File: src/hdl/clock_ctrl_pkg.sv
/*
 * Shared constants and types for the CPU clock source and core voltage control
 * block: register address and field layout, reset value, bus encodings and the
 * states of the clock source switch.
 * Assumes a 32-bit AHB-Lite register bus and oscillator levels that are
 * synchronous to clk_sys.
 */
package clock_ctrl_pkg;

    // ----------------------------------------------------------------------
    // register map
    // ----------------------------------------------------------------------
    localparam logic [31:0] CTRL_ADDR  = 32'h0000ff00;
    localparam int          CTRL_W     = 4;
    localparam int          SEL_BIT    = 3;
    localparam int          OSC_BIT    = 2;
    localparam int          RSV_BIT    = 1;
    localparam int          VDC_BIT    = 0;
    localparam logic [3:0]  CTRL_RESET = 4'h0;

    // ----------------------------------------------------------------------
    // bus encodings
    // ----------------------------------------------------------------------
    localparam int          HTRANS_ACTIVE_BIT = 1;
    localparam logic        HRESP_OKAY        = 1'b0;
    localparam logic [31:0] RDATA_NONE        = 32'h00000000;

    // ----------------------------------------------------------------------
    // oscillator and supply figures
    // ----------------------------------------------------------------------
    localparam int SLOW_XTAL_HZ = 32768;
    localparam int SLOW_RC_HZ   = 60000;
    localparam int VDD_LOW_MV   = 1300;
    localparam int VDD_HIGH_MV  = 2200;

    typedef logic [CTRL_W-1:0] ctrl_t;

    typedef enum logic [1:0] {
        SRC_SLOW,
        SRC_TO_FAST,
        SRC_FAST,
        SRC_TO_SLOW
    } src_state_t;

endpackage

File: src/hdl/clock_source_switch.sv
/*
 * Glitch-free selection between the slow and the fast oscillator.
 * Assumes both oscillator levels are synchronous to clk_sys, which runs far
 * faster than either oscillator.
 */
`timescale 1ns/1ps
module clock_source_switch
    import clock_ctrl_pkg::*;
(
    input  wire logic clk_sys,
    input  wire logic rst,
    input  wire logic slow_osc,
    input  wire logic fast_osc,
    input  wire logic want_fast,
    output logic      cpu_clock,
    output logic      on_fast
);
    import clock_ctrl_pkg::*;

    src_state_t state;
    src_state_t next_state;
    logic       next_cpu_clock;

    // ----------------------------------------------------------------------
    // leave a source only while it is low, join the next only while it is low
    // ----------------------------------------------------------------------
    always_comb begin
        next_state     = state;
        next_cpu_clock = 1'b0;
        case (state)
            SRC_SLOW: begin
                next_cpu_clock = slow_osc;
                if (want_fast && !slow_osc) begin
                    next_state     = SRC_TO_FAST;
                    next_cpu_clock = 1'b0;
                end
            end
            SRC_TO_FAST: begin
                if (!want_fast) begin
                    next_state = SRC_TO_SLOW;
                end else if (!fast_osc) begin
                    next_state = SRC_FAST;
                end
            end
            SRC_FAST: begin
                next_cpu_clock = fast_osc;
                if (!want_fast && !fast_osc) begin
                    next_state     = SRC_TO_SLOW;
                    next_cpu_clock = 1'b0;
                end
            end
            SRC_TO_SLOW: begin
                if (!slow_osc) begin
                    next_state = SRC_SLOW;
                end
            end
            default: begin
                next_state = SRC_SLOW;
            end
        endcase
    end

    always_ff @(posedge clk_sys) begin
        if (rst) begin
            state     <= SRC_SLOW;
            cpu_clock <= 1'b0;
        end else begin
            state     <= next_state;
            cpu_clock <= next_cpu_clock;
        end
    end

    assign on_fast = (state == SRC_FAST);

    // ----------------------------------------------------------------------
    // checks
    // ----------------------------------------------------------------------
    property p_no_runt;
        @(posedge clk_sys) disable iff (rst)
        $fell(cpu_clock) |-> $past(state == SRC_FAST ? !fast_osc : !slow_osc);
    endproperty
    a_no_runt: assert property (p_no_runt) else $error("clock high phase cut short");

endmodule

File: src/hdl/cpu_clock_and_core_voltage_ctrl.sv
/*
 * CPU clock source and core voltage control: one 4-bit control register on
 * AHB-Lite selecting the CPU clock source, starting the fast oscillator and
 * choosing the core supply level, plus the glitch-free source switch.
 * Assumes a single AHB-Lite master, oscillator levels synchronous to clk_sys,
 * and analog oscillators and regulator outside the block.
 */
// How it works
// - bit 3 picks the CPU clock source, 1 fast, 0 slow; reads back.
// - bit 2 starts or stops the fast oscillator; reads back.
// - bit 0 requests high core supply when 1, low when 0; reads back.
// - with RC slow oscillator the supply stays high whatever bit 0 holds.
// - reset clears all three bits: slow clock, fast oscillator off, low supply except with RC slow oscillator.
// - bit 1 is unused, reads zero, writes ignored.
// - with low supply and fast oscillator off, selecting fast clock is refused.
// - slow oscillator, 32.768 kHz crystal or 60 kHz RC, is the default clock.
`timescale 1ns/1ps
module cpu_clock_and_core_voltage_ctrl #(
    parameter logic slow_osc_is_rc = 1'b0
) (
    input  wire logic        clk_sys,
    input  wire logic        rst,
    input  wire logic        hsel,
    input  wire logic [31:0] haddr,
    input  wire logic [1:0]  htrans,
    input  wire logic        hwrite,
    input  wire logic [2:0]  hsize,
    input  wire logic [31:0] hwdata,
    input  wire logic        hready,
    output logic             hreadyout,
    output logic             hresp,
    output logic [31:0]      hrdata,
    input  wire logic        slow_osc,
    input  wire logic        fast_osc,
    output logic             cpu_clock,
    output logic             cpu_on_fast,
    output logic             fast_osc_run,
    output logic             core_supply_level
);
    import clock_ctrl_pkg::*;

    // ----------------------------------------------------------------------
    // bus address phase
    // ----------------------------------------------------------------------
    logic addr_take;
    logic addr_hit;
    logic wr_pend;
    logic next_wr_pend;
    logic rd_pend;
    logic next_rd_pend;

    assign addr_take = hsel && htrans[HTRANS_ACTIVE_BIT] && hready;
    assign addr_hit  = (haddr == CTRL_ADDR);

    always_comb begin
        next_wr_pend = addr_take && hwrite && addr_hit;
        next_rd_pend = addr_take && !hwrite;
    end

    always_ff @(posedge clk_sys) begin
        if (rst) begin
            wr_pend <= 1'b0;
            rd_pend <= 1'b0;
        end else begin
            wr_pend <= next_wr_pend;
            rd_pend <= next_rd_pend;
        end
    end

    // zero-wait slave, always OKAY
    assign hreadyout = 1'b1;
    assign hresp     = HRESP_OKAY;

    // ----------------------------------------------------------------------
    // control register
    // ----------------------------------------------------------------------
    logic  cpu_clock_select;
    logic  fast_osc_enable;
    logic  core_voltage_select;
    logic  next_cpu_clock_select;
    logic  next_fast_osc_enable;
    logic  next_core_voltage_select;
    logic  next_core_supply_level;
    logic  supply_high;
    logic  sel_refused;
    ctrl_t ctrl_view;

    // effective supply: RC slow oscillator pins it high
    assign supply_high = slow_osc_is_rc || core_voltage_select;
    assign sel_refused = !supply_high && !fast_osc_enable;

    always_comb begin
        next_cpu_clock_select    = cpu_clock_select;
        next_fast_osc_enable     = fast_osc_enable;
        next_core_voltage_select = core_voltage_select;
        if (wr_pend) begin
            next_cpu_clock_select    = hwdata[SEL_BIT] && !sel_refused;
            next_fast_osc_enable     = hwdata[OSC_BIT];
            next_core_voltage_select = hwdata[VDC_BIT];
        end
        next_core_supply_level = slow_osc_is_rc || next_core_voltage_select;
    end

    always_ff @(posedge clk_sys) begin
        if (rst) begin
            cpu_clock_select    <= CTRL_RESET[SEL_BIT];
            fast_osc_enable     <= CTRL_RESET[OSC_BIT];
            core_voltage_select <= CTRL_RESET[VDC_BIT];
            core_supply_level   <= slow_osc_is_rc || CTRL_RESET[VDC_BIT];
        end else begin
            cpu_clock_select    <= next_cpu_clock_select;
            fast_osc_enable     <= next_fast_osc_enable;
            core_voltage_select <= next_core_voltage_select;
            core_supply_level   <= next_core_supply_level;
        end
    end

    assign fast_osc_run = fast_osc_enable;

    // ----------------------------------------------------------------------
    // read data, forwarded from a write in the same cycle
    // ----------------------------------------------------------------------
    logic [31:0] next_hrdata;

    always_comb begin
        ctrl_view          = CTRL_RESET;
        ctrl_view[SEL_BIT] = next_cpu_clock_select;
        ctrl_view[OSC_BIT] = next_fast_osc_enable;
        ctrl_view[RSV_BIT] = 1'b0;
        ctrl_view[VDC_BIT] = next_core_voltage_select;
        next_hrdata        = hrdata;
        if (addr_take && !hwrite) begin
            next_hrdata = addr_hit ? 32'(ctrl_view) : RDATA_NONE;
        end
    end

    always_ff @(posedge clk_sys) begin
        if (rst) begin
            hrdata <= RDATA_NONE;
        end else begin
            hrdata <= next_hrdata;
        end
    end

    // ----------------------------------------------------------------------
    // clock source switch
    // ----------------------------------------------------------------------
    clock_source_switch u_switch (
        .clk_sys   (clk_sys),
        .rst       (rst),
        .slow_osc  (slow_osc),
        .fast_osc  (fast_osc),
        .want_fast (cpu_clock_select),
        .cpu_clock (cpu_clock),
        .on_fast   (cpu_on_fast)
    );

    // ----------------------------------------------------------------------
    // checks
    // ----------------------------------------------------------------------
    property p_sel_write;
        @(posedge clk_sys) disable iff (rst)
        wr_pend && !sel_refused |=> cpu_clock_select == $past(hwdata[SEL_BIT]);
    endproperty
    a_sel_write: assert property (p_sel_write) else $error("clock select not stored");

    property p_fast_needs_sel;
        @(posedge clk_sys) disable iff (rst)
        $rose(cpu_on_fast) |-> $past(cpu_clock_select);
    endproperty
    a_fast_needs_sel: assert property (p_fast_needs_sel) else $error("fast clock unrequested");

    property p_osc_write;
        @(posedge clk_sys) disable iff (rst)
        wr_pend |=> fast_osc_run == $past(hwdata[OSC_BIT]);
    endproperty
    a_osc_write: assert property (p_osc_write) else $error("oscillator enable wrong");

    property p_vdc_write;
        @(posedge clk_sys) disable iff (rst)
        wr_pend |=> core_supply_level == (slow_osc_is_rc || $past(hwdata[VDC_BIT]));
    endproperty
    a_vdc_write: assert property (p_vdc_write) else $error("supply level wrong");

    property p_rc_fixed;
        @(posedge clk_sys) disable iff (rst)
        slow_osc_is_rc && wr_pend |=> core_supply_level;
    endproperty
    a_rc_fixed: assert property (p_rc_fixed) else $error("supply left high level");

    property p_reset_state;
        @(posedge clk_sys)
        rst |=> !cpu_clock_select && !fast_osc_run && !core_voltage_select && !cpu_on_fast;
    endproperty
    a_reset_state: assert property (p_reset_state) else $error("reset state wrong");

    property p_unused_bit;
        @(posedge clk_sys) disable iff (rst)
        rd_pend |-> !hrdata[RSV_BIT];
    endproperty
    a_unused_bit: assert property (p_unused_bit) else $error("unused bit read as one");

    property p_refused;
        @(posedge clk_sys) disable iff (rst)
        wr_pend && !slow_osc_is_rc && !core_voltage_select && !fast_osc_enable
            |=> !cpu_clock_select ##1 !cpu_on_fast;
    endproperty
    a_refused: assert property (p_refused) else $error("refused select took effect");

    property p_stay_slow;
        @(posedge clk_sys) disable iff (rst)
        !cpu_clock_select && !cpu_on_fast |=> !cpu_on_fast;
    endproperty
    a_stay_slow: assert property (p_stay_slow) else $error("left slow clock unasked");

    property p_zero_wait;
        @(posedge clk_sys) disable iff (rst)
        hreadyout && (hresp == HRESP_OKAY);
    endproperty
    a_zero_wait: assert property (p_zero_wait) else $error("bus not ready or error");

    property p_upper_zero;
        @(posedge clk_sys) disable iff (rst)
        rd_pend |-> (hrdata[31:CTRL_W] == '0);
    endproperty
    a_upper_zero: assert property (p_upper_zero) else $error("upper read bits set");

    property p_sel_hold;
        @(posedge clk_sys) disable iff (rst)
        !wr_pend |=> $stable(cpu_clock_select);
    endproperty
    a_sel_hold: assert property (p_sel_hold) else $error("clock select changed");

    property p_osc_hold;
        @(posedge clk_sys) disable iff (rst)
        !wr_pend |=> $stable(fast_osc_run);
    endproperty
    a_osc_hold: assert property (p_osc_hold) else $error("oscillator enable changed");

    property p_vdc_hold;
        @(posedge clk_sys) disable iff (rst)
        !wr_pend |=> $stable(core_voltage_select);
    endproperty
    a_vdc_hold: assert property (p_vdc_hold) else $error("voltage select changed");

    property p_supply_follow;
        @(posedge clk_sys) disable iff (rst)
        core_supply_level == (slow_osc_is_rc || core_voltage_select);
    endproperty
    a_supply_follow: assert property (p_supply_follow) else $error("supply mismatch");

    property p_rc_high;
        @(posedge clk_sys) disable iff (rst)
        slow_osc_is_rc |-> core_supply_level;
    endproperty
    a_rc_high: assert property (p_rc_high) else $error("rc supply not high");

    property p_fast_follow;
        @(posedge clk_sys) disable iff (rst)
        cpu_on_fast && $past(cpu_on_fast) |-> cpu_clock == $past(fast_osc);
    endproperty
    a_fast_follow: assert property (p_fast_follow) else $error("fast clock not passed");

    property p_leave_fast;
        @(posedge clk_sys) disable iff (rst)
        $fell(cpu_on_fast) |-> !$past(cpu_clock_select);
    endproperty
    a_leave_fast: assert property (p_leave_fast) else $error("left fast clock unasked");

    property p_refuse_store;
        @(posedge clk_sys) disable iff (rst)
        wr_pend && sel_refused |=> !cpu_clock_select;
    endproperty
    a_refuse_store: assert property (p_refuse_store) else $error("refused select stored");

    property p_reset_read;
        @(posedge clk_sys)
        rst |=> hrdata == RDATA_NONE;
    endproperty
    a_reset_read: assert property (p_reset_read) else $error("read data not cleared");

    property p_hrdata_hold;
        @(posedge clk_sys) disable iff (rst)
        !(addr_take && !hwrite) |=> $stable(hrdata);
    endproperty
    a_hrdata_hold: assert property (p_hrdata_hold) else $error("read data moved");

    c_to_fast: cover property (@(posedge clk_sys) disable iff (rst) $rose(cpu_on_fast));
    c_to_slow: cover property (@(posedge clk_sys) disable iff (rst) $fell(cpu_on_fast));
    c_refuse:  cover property (@(posedge clk_sys) disable iff (rst)
        wr_pend && hwdata[SEL_BIT] && sel_refused);
    c_read:    cover property (@(posedge clk_sys) disable iff (rst) rd_pend && hrdata != 0);

endmodule

File: config.mk
export PLATFORM = sky130hd
export DESIGN_NAME = cpu_clock_and_core_voltage_ctrl
export DESIGN_NICKNAME = d
export VERILOG_FILES = /design/src/hdl/clock_ctrl_pkg.sv /design/src/hdl/clock_source_switch.sv /design/src/hdl/cpu_clock_and_core_voltage_ctrl.sv
export SDC_FILE = /design/constraint.sdc
export NUM_CORES = 1
export LEC_CHECK = 0
export ABC_AREA = 1
export BUFFER_PORTS_ARGS = -buffer_cell sky130_fd_sc_hd__buf_4
export CAP_MARGIN = 20
export CELL_PAD_IN_SITES_DETAIL_PLACEMENT = 0
export CELL_PAD_IN_SITES_GLOBAL_PLACEMENT = 1
export CORE_AREA = 2 2 77 79
export CTS_BUF_LIST = sky130_fd_sc_hd__clkbuf_8
export DETAILED_ROUTE_END_ITERATION = 7
export DIE_AREA = 0 0 79 81
export GPL_TIMING_DRIVEN = 0
export PLACE_DENSITY_LB_ADDON = 0.1
export SYNTH_ARGS = -nofsm -noshare
export SYNTH_HDL_FRONTEND = slang
export SYNTH_SLANG_ARGS = --single-unit
File: constraint.sdc
create_clock -name clk_sys -period 1.3 [get_ports clk_sys]
set_input_delay 0.13 -clock clk_sys [delete_from_list [all_inputs] [get_ports clk_sys]]
set_output_delay 0.13 -clock clk_sys [all_outputs]
set_load 0.005 [all_outputs]
---- Yosys cells after proc, flatten, opt, wreduce, memory -nomap -nowiden ----
Cells that the tools add are included.
Widths: inputs -> output; s select.
storage, ports and cells
  bits of input ports ..................... 76
  logic and storage cells ................. 46
  output and inout bits ................... 38
  register bits ........................... 39
operators by class
  equality and inequality tests ........... 8
  muxes and demuxes ....................... 13
  reductions and logical operators ........ 18
operator list
  operator              count
  $eq 32x16->1 const B  1
  $mux 2                5
  $logic_and 1x1->1     9
  $pmux 2 s4            1
  $logic_not 1->1       7
  $mux 1                5
  $eq 2x2->1 const B    2
  $mux 4                1
  $ne 2x1->1 const B    2
  $reduce_and 4->1      1
  $ne 3x3->1 const B    1
  $eq 2x1->1 const B    1
  $logic_not 2->1       1
  $ne 2x2->1 const B    1
  $pmux 1 s2            1

---- Logic depth before layout (Yosys ltp) ----
Gate-level depths: netlist of the first run.
  depth in word-level cells ............... 6
  depth in mapped cells ................... 8
  depth with buffers taken out ............ 8

---- Cells and area by module ----
A second synthesis of the first run with hierarchy kept.
second synthesis, totals
  cells, all modules ...................... 155
  area total of the unflattened synthesis .. 983.4 µm²
by module, submodules not included
  module                           cells an instance  instances  area each (µm²)
  cpu_clock_and_core_voltage_ctrl  121                1          748.2
  clock_source_switch              34                 1          235.2

---- Least setup slack after synthesis of the first run ----
OpenSTA, ideal clock, no wires.
  path type ............................... register to register
  start ................................... register u_switch.state[0]
  end ..................................... register u_switch.state[0]
  data arrival time ....................... 1147 ps
  required time ........................... 1178 ps
  setup time .............................. 122 ps
  slack ................................... 31 ps
  stages on the path, launching flop included .. 9
  period minus slack after synthesis ...... 1269 ps
  cells stage by stage .................... dfxtp_1 > inv_1 > ha_1 > nand2_1 > o21ai_1 > nor2_1 > nand2_1 > nand2_1 > a21oi_1
on the way
  cells in the longest elaborated chain, start to end .. 3
ends and longest elaborated chain
  what                        line                                   source
  start: declaration          clock_source_switch.sv:20              src_state_t state;
  start signal: assignment    clock_source_switch.sv:68              state <= next_state;
  $eq 2x2->1 *                -
  via cpu_on_fast             cpu_clock_and_core_voltage_ctrl.sv:36  output logic cpu_on_fast,
  $ne 2x1->1 (no line)        -
  $reduce_and 4->1 (no line)  -
The timed path passes the listed nets; every way through them passes the cells marked *.
A chain may end at the register's enable or synchronous reset.

---- Worst setup path in the final report of the first run ----
  start ................................... register u_switch.state[0]
  end ..................................... register u_switch.state[0]
on the way
  cells in the longest elaborated chain, start to end .. 3
ends and longest elaborated chain
  what                                                line                       source
  $eq 2x1->1, or another cell as far along            clock_source_switch.sv:30  case (state)
  $ne 3x3->1 (no line), or another cell as far along  -
  $reduce_and 4->1 (no line)                          -
Parallel ways exist; a longest one is shown, timed or not.

==> run metrics, run 1 <==
Final Setup Violations 0; reg2reg end u_switch.state[0]$_SDFFE_PP0P_; TritonCTS clock tree yes; crit path capture type flip-flop; Avg Cell Area, Syn between 6 and 7 um2; Final min period 1220 ps; chip width 79 um; post-synth cell types 23; sum of negative setup slack 0 ps; share of layout cells above drive strength 1 0.470; All-Layer GR Usage 0.0732; Final Cycle Share 0.942; cell row count 28; DP Wirelength roughly 2 mm; Yosys top cell area share 0.241; Req. time, crit path roughly 1500 ps; post-synth top area cell buf_4; Starting Density 0.170; critical setup path kind reg -> reg; DIE AREA approximately 6400 um2; Setup Slack @ Placement -113 ps; clock skew roughly 0.56 ps; fin. max-slew vios 0; first-pass GRT wire length 3.78 mm; type of origin of the critical path flip-flop; Via density between 3 and 4; Cells after Synth about 150; Skew-Pair Late Insertion Delay 230 ps; Max Clk Rate around 820 MHz; vias in the first global route approximately 960; Worst R2R Path Depth 7; leakage power just over 0.9 nW; Seq cells post-synth 10; HP Class in -> reg; r2r setup slk between 70 and 80 ps; final instance area 1680 um2; RSZ-0062 raised after global routing true; hold worst-path end u_switch.state[0]$_SDFFE_PP0P_; drt pass-1 iters 3; DR iter-0 viols 14; Hold Vio Cnt, Final 0; Antenna Cells 0; FILL cells between 600 and 700; Die Span Y just over 80 um; antenna viol nets, final 0; drt wl/cell about 7.6 um; number of port buffers roughly 50; Final #Nets between 300 and 400; largest net degree at the start of global routing 8; PnR worst setup slack 75.8 ps; beginning of the worst hold path rst; commonest non-fill, non-tap cell in the layout buf_4; synth top area cells buf_4 24%, dfxtp_1 21%, inv_1 11%; max-cap violations 0; Overflow after GRT 0; synth-to-layout area growth 73.6%; total power about 0.00086 W; Clock Pin Slew Worst Setup and Hold Paths 50 ps; clock root buffer clkbuf_8; I/O pin cnt between 100 and 150; sequential area share after synthesis 0.207; clock tree buffer depth 2; GPL Wtd Cong between 0.7 and 0.8; core area 5680 um2; outcome complete, no violations; DP Area ~1500 um2; hold path depth 2; arrival time worst endpoint ~1400 ps; synthesized area 967 um2; Clock Sinks 10; initial antenna violation count 0; # DRC 0; TritonCTS buffer count 3; yosys warns 0; reg2reg start u_switch.state[0]$_SDFFE_PP0P_; drt total wl 2.35 mm; most frequent cells in the layout 81 x buf_4, 31 x conb_1, 26 x inv_1, 26 x nand2_1, 15 x nor2_1; vias 980; power per cell area ~510 nW/um2; CTS H-tree lvls 1; CP max FO 4; peak supply drop 0.000191 V; CP Launch Point u_switch.state[0]$_SDFFE_PP0P_
==> sequential cells by signal, summed over array words and instances (netlist names) <==
name	cells
hrdata	3
u_switch.state	2
core_voltage_select	1
cpu_clock_select	1
fast_osc_run	1
u_switch.cpu_clock	1
wr_pend	1
==> Yosys cell counts, drive strengths merged <==
cell type and number:
conb 2, nand3 6, o21bai 1, o211ai 1
nor2 18, nand2 29, and2 2, o21a 2
buf 31, a21oi 5, dfxtp 10, ha 5
nor3 1, o21ai 7, inv 29
==> per-layer routing <==
metal	GRT usage	routed length, um	vias up
met5	0	0	-
li1	-	-	547
met1	0.0748	816	391
met2	0.141	1300	38
met4	0.0362	34	0
met3	0.0156	199	4
==> worst max-delay path, cell delays in order (launching register included) <==
cell and delay (ps):
dfxtp_4 360, buf_6 120, ha_4 140, nand2_2 50, o21ai_2 50, nor2_2 160
o211ai_1 110, a21oi_1 150
==> timing repair <==
item,4_1_cts,5_1_grt
hold buffers,0,0
setup buffers,1,1
gates resized for setup,4,19
pin swaps,1,7
setup endpoints to repair,2,2
==> per-stage QoR <==
| step | util | hold slack [ps] | instances |
|---|---|---|---|
| finish | 0.296 | 113 | 307 |
| global route | 0.296 | 123 | 307 |
| CTS | 0.281 | 129 | 306 |
| detailed placement | 0.271 | 377 | 302 |
| global placement | 0.271 | 374 | 302 |
| floorplan | - | 199 | 178 |
==> worst max path at each step <==
| stage | to | depth (start not counted) |
|---|---|---|
| 4_1_cts | u_switch.state[0]$_SDFFE_PP0P_ | 8 |
| 3_3_place_gp | u_switch.state[0]$_SDFFE_PP0P_ | 8 |
| 3_5_place_dp | u_switch.state[0]$_SDFFE_PP0P_ | 8 |
| 2_1_floorplan | u_switch.state[0]$_SDFFE_PP0P_ | 8 |
| 6_report | u_switch.state[0]$_SDFFE_PP0P_ | 7 |
| 5_1_grt | u_switch.state[0]$_SDFFE_PP0P_ | 8 |
==> logic make-up after synthesis <==
logic type / count (synthesis) / synth area share
buffers and inverters: 60 / 0.353
flip-flops: 10 / 0.207
AND/OR/NAND/NOR: 56 / 0.265
AO/OA/AOI/OAI: 16 / 0.102
adder cells (fa/ha/maj): 5 / 0.0647
other: 2 / 0.00776
==> layout make-up <==
type,instances,area [um2],share of cell area
Inverter,29,114,0.0678
Buffer,31,233,0.139
Sequential cell,10,208,0.124
Multi-Input combinational cell,108,603,0.359
Timing Repair Buffer,51,387,0.230
Tap cell,75,93.8,0.0559
Clock buffer,3,41.3,0.0246
==> power by group <==
part           total [W]  leakage (nW)  switching, W  internal (W)
Combinational   0.000237         0.807     0.0000783      0.000159
Sequential      0.000310        0.0826    0.00000188      0.000308
Clock           0.000314        0.0216      0.000112      0.000202
Power figures use the tool's default switching activity.
==> run 2, diff against run 1 <==
- MAX_ROUTING_LAYER: not set -> met4
- SETUP_SLACK_MARGIN: not set -> 0.4
==> run metrics, run 2 (same netlist as run 1, synthesis figures left out) <==
reg2reg end u_switch.state[0]$_SDFFE_PP0P_; Via density roughly 3.3; Final Setup Violations 0; share of layout cells above drive strength 1 0.508; leakage power around 0.93 nW; Overflow after GRT 0; max-cap violations 0; critical setup path kind reg -> reg; DR iter-0 viols 7; Clock Sinks 10; commonest non-fill, non-tap cell in the layout buf_4; clock skew ~1.1 ps; Worst R2R Path Depth 8; Final Cycle Share 0.918; crit path capture type flip-flop; CP max FO 5; peak supply drop ~0.00023 V; final instance area ~1700 um2; crit path cell chain inv_4 > ha_4 > nand2_2 > inv_2 > o21ai_2 > nand2_1 > nand2_1 > a21oi_1; All-Layer GR Usage 0.0757; max reg flops 3; power per cell area approximately 550 nW/um2; CTS H-tree lvls 1; fin. max-slew vios 0; beginning of the worst hold path rst; DIE AREA between 6000 and 7000 um2; vias in the first global route 858; reg2reg start u_switch.state[1]$_SDFFE_PP0P_; hold path depth 2; cell row count 28; drt total wl between 2 and 2.5 mm; number of port buffers 49; Final #Nets 318; Skew-Pair Late Insertion Delay 240 ps; Die Span Y approximately 81 um; synth-to-layout area growth 78.9%; arrival time worst endpoint around 1300 ps; Inst Count DP just over 300; CTS hold repair buffers 0; Req. time, crit path about 1400 ps; RSZ-0062 raised after global routing true; Largest Register hrdata; fin cells between 300 and 400; GPL Wtd Cong between 0.7 and 0.8; r2r setup slk about 110 ps; DP Wirelength roughly 2.0 mm; TritonCTS buffer count 3; Final min period about 1200 ps; drt wl/cell roughly 7.4 um; largest net degree at the start of global routing 8; vias about 1000; Max Clk Rate 838 MHz; antenna viol nets, final 0; most frequent cells in the layout 85 x buf_4, 31 x conb_1, 25 x inv_1, 25 x nand2_1, 15 x nor2_1; type of origin of the critical path flip-flop; Clock Pin Slew Worst Setup and Hold Paths about 50 ps; sum of negative setup slack 0 ps; hold worst-path end u_switch.state[1]$_SDFFE_PP0P_; Hold Vio Cnt, Final 0; CP max stage delay roughly 390 ps; DP Area between 1500 and 2000 um2; Largest regs hrdata (3), u_switch.state (2); FILL cells between 600 and 700; TritonCTS clock tree yes; I/O pin cnt 114; chip width around 79 um; CP max-delay cell dfxtp_4; Antenna Cells 0; Min Hold Slack between 100 and 150 ps; outcome complete, no violations; HP Class in -> reg; WP buf/inv 2; Starting Density 0.170; # DRC 0; clock tree buffer depth 2; first-pass GRT wire length approximately 3.7 mm; family with the most delay on the worst path flip-flops; drt pass-1 iters 4; core area between 5000 and 6000 um2; clock root buffer clkbuf_8; initial antenna violation count 0; Worst path most repeated cell nand2_1
[run 2: cell type report]
type                            instances  area (um2)  area share
Multi-Input combinational cell        108         613       0.354
Timing Repair Buffer                   54         405       0.234
Buffer                                 31         233       0.134
Sequential cell                        10         214       0.124
Inverter                               29         116      0.0672
Tap cell                               75        93.8      0.0542
Clock buffer                            4        55.1      0.0318
[run 2: per-stage QoR]
step / utilization / power (W) / setup slack [ps]
global route: 0.305 / 0.00102 / 16.7
global placement: 0.278 / 0.000550 / -12.6
finish: 0.305 / 0.000948 / 107
floorplan: - / 0.000438 / 163
CTS: 0.299 / 0.000965 / 93.1
detailed placement: 0.278 / 0.000550 / 26.1
[run 2: worst register-to-register path, stage by stage (launching register included)]
cell,delay (ps)
dfxtp_4,390
inv_4,60
ha_4,160
nand2_2,50
inv_2,30
o21ai_2,170
nand2_1,100
nand2_1,60
a21oi_1,60
[run 2: repair_timing]
item                       CTS  global route
gates cloned                 0             0
setup buffers                4             1
hold endpoints to repair     0             0
pin swaps                   11             7
gates resized for setup     10             7
setup endpoints to repair    5             8
[run 2: metal layers]
metal	wire length, um	global-route usage	up-vias	share of wire
li1	-	-	556	-
met1	845	0.0774	424	0.37
met2	1260	0.134	35	0.54
met3	187	0.0289	4	0.081
met4	23	0.0259	0	0.0099
met5	0	-	-	0
[run 2: worst max-delay path by stage]
stage	startpoint	end	slack, ps	cells after the start
after floorplan	u_switch.state[0]$_SDFFE_PP0P_	u_switch.state[0]$_SDFFE_PP0P_	160	8
after global placement	u_switch.state[0]$_SDFFE_PP0P_	u_switch.state[1]$_SDFFE_PP0P_	-10	8
after detailed placement	u_switch.state[0]$_SDFFE_PP0P_	u_switch.state[0]$_SDFFE_PP0P_	30	8
after CTS	u_switch.state[1]$_SDFFE_PP0P_	u_switch.state[0]$_SDFFE_PP0P_	90	8
after global routing	u_switch.state[1]$_SDFFE_PP0P_	u_switch.state[1]$_SDFFE_PP0P_	20	8
final	u_switch.state[1]$_SDFFE_PP0P_	u_switch.state[0]$_SDFFE_PP0P_	110	8
[run 2: power breakdown]
group / total, W / switching [W] / internal (W)
sequential: 0.000308 / 0.00000208 / 0.000305
combinational: 0.000241 / 0.0000800 / 0.000161
clock: 0.000399 / 0.000132 / 0.000267
total: 0.000948 / 0.000214 / 0.000733
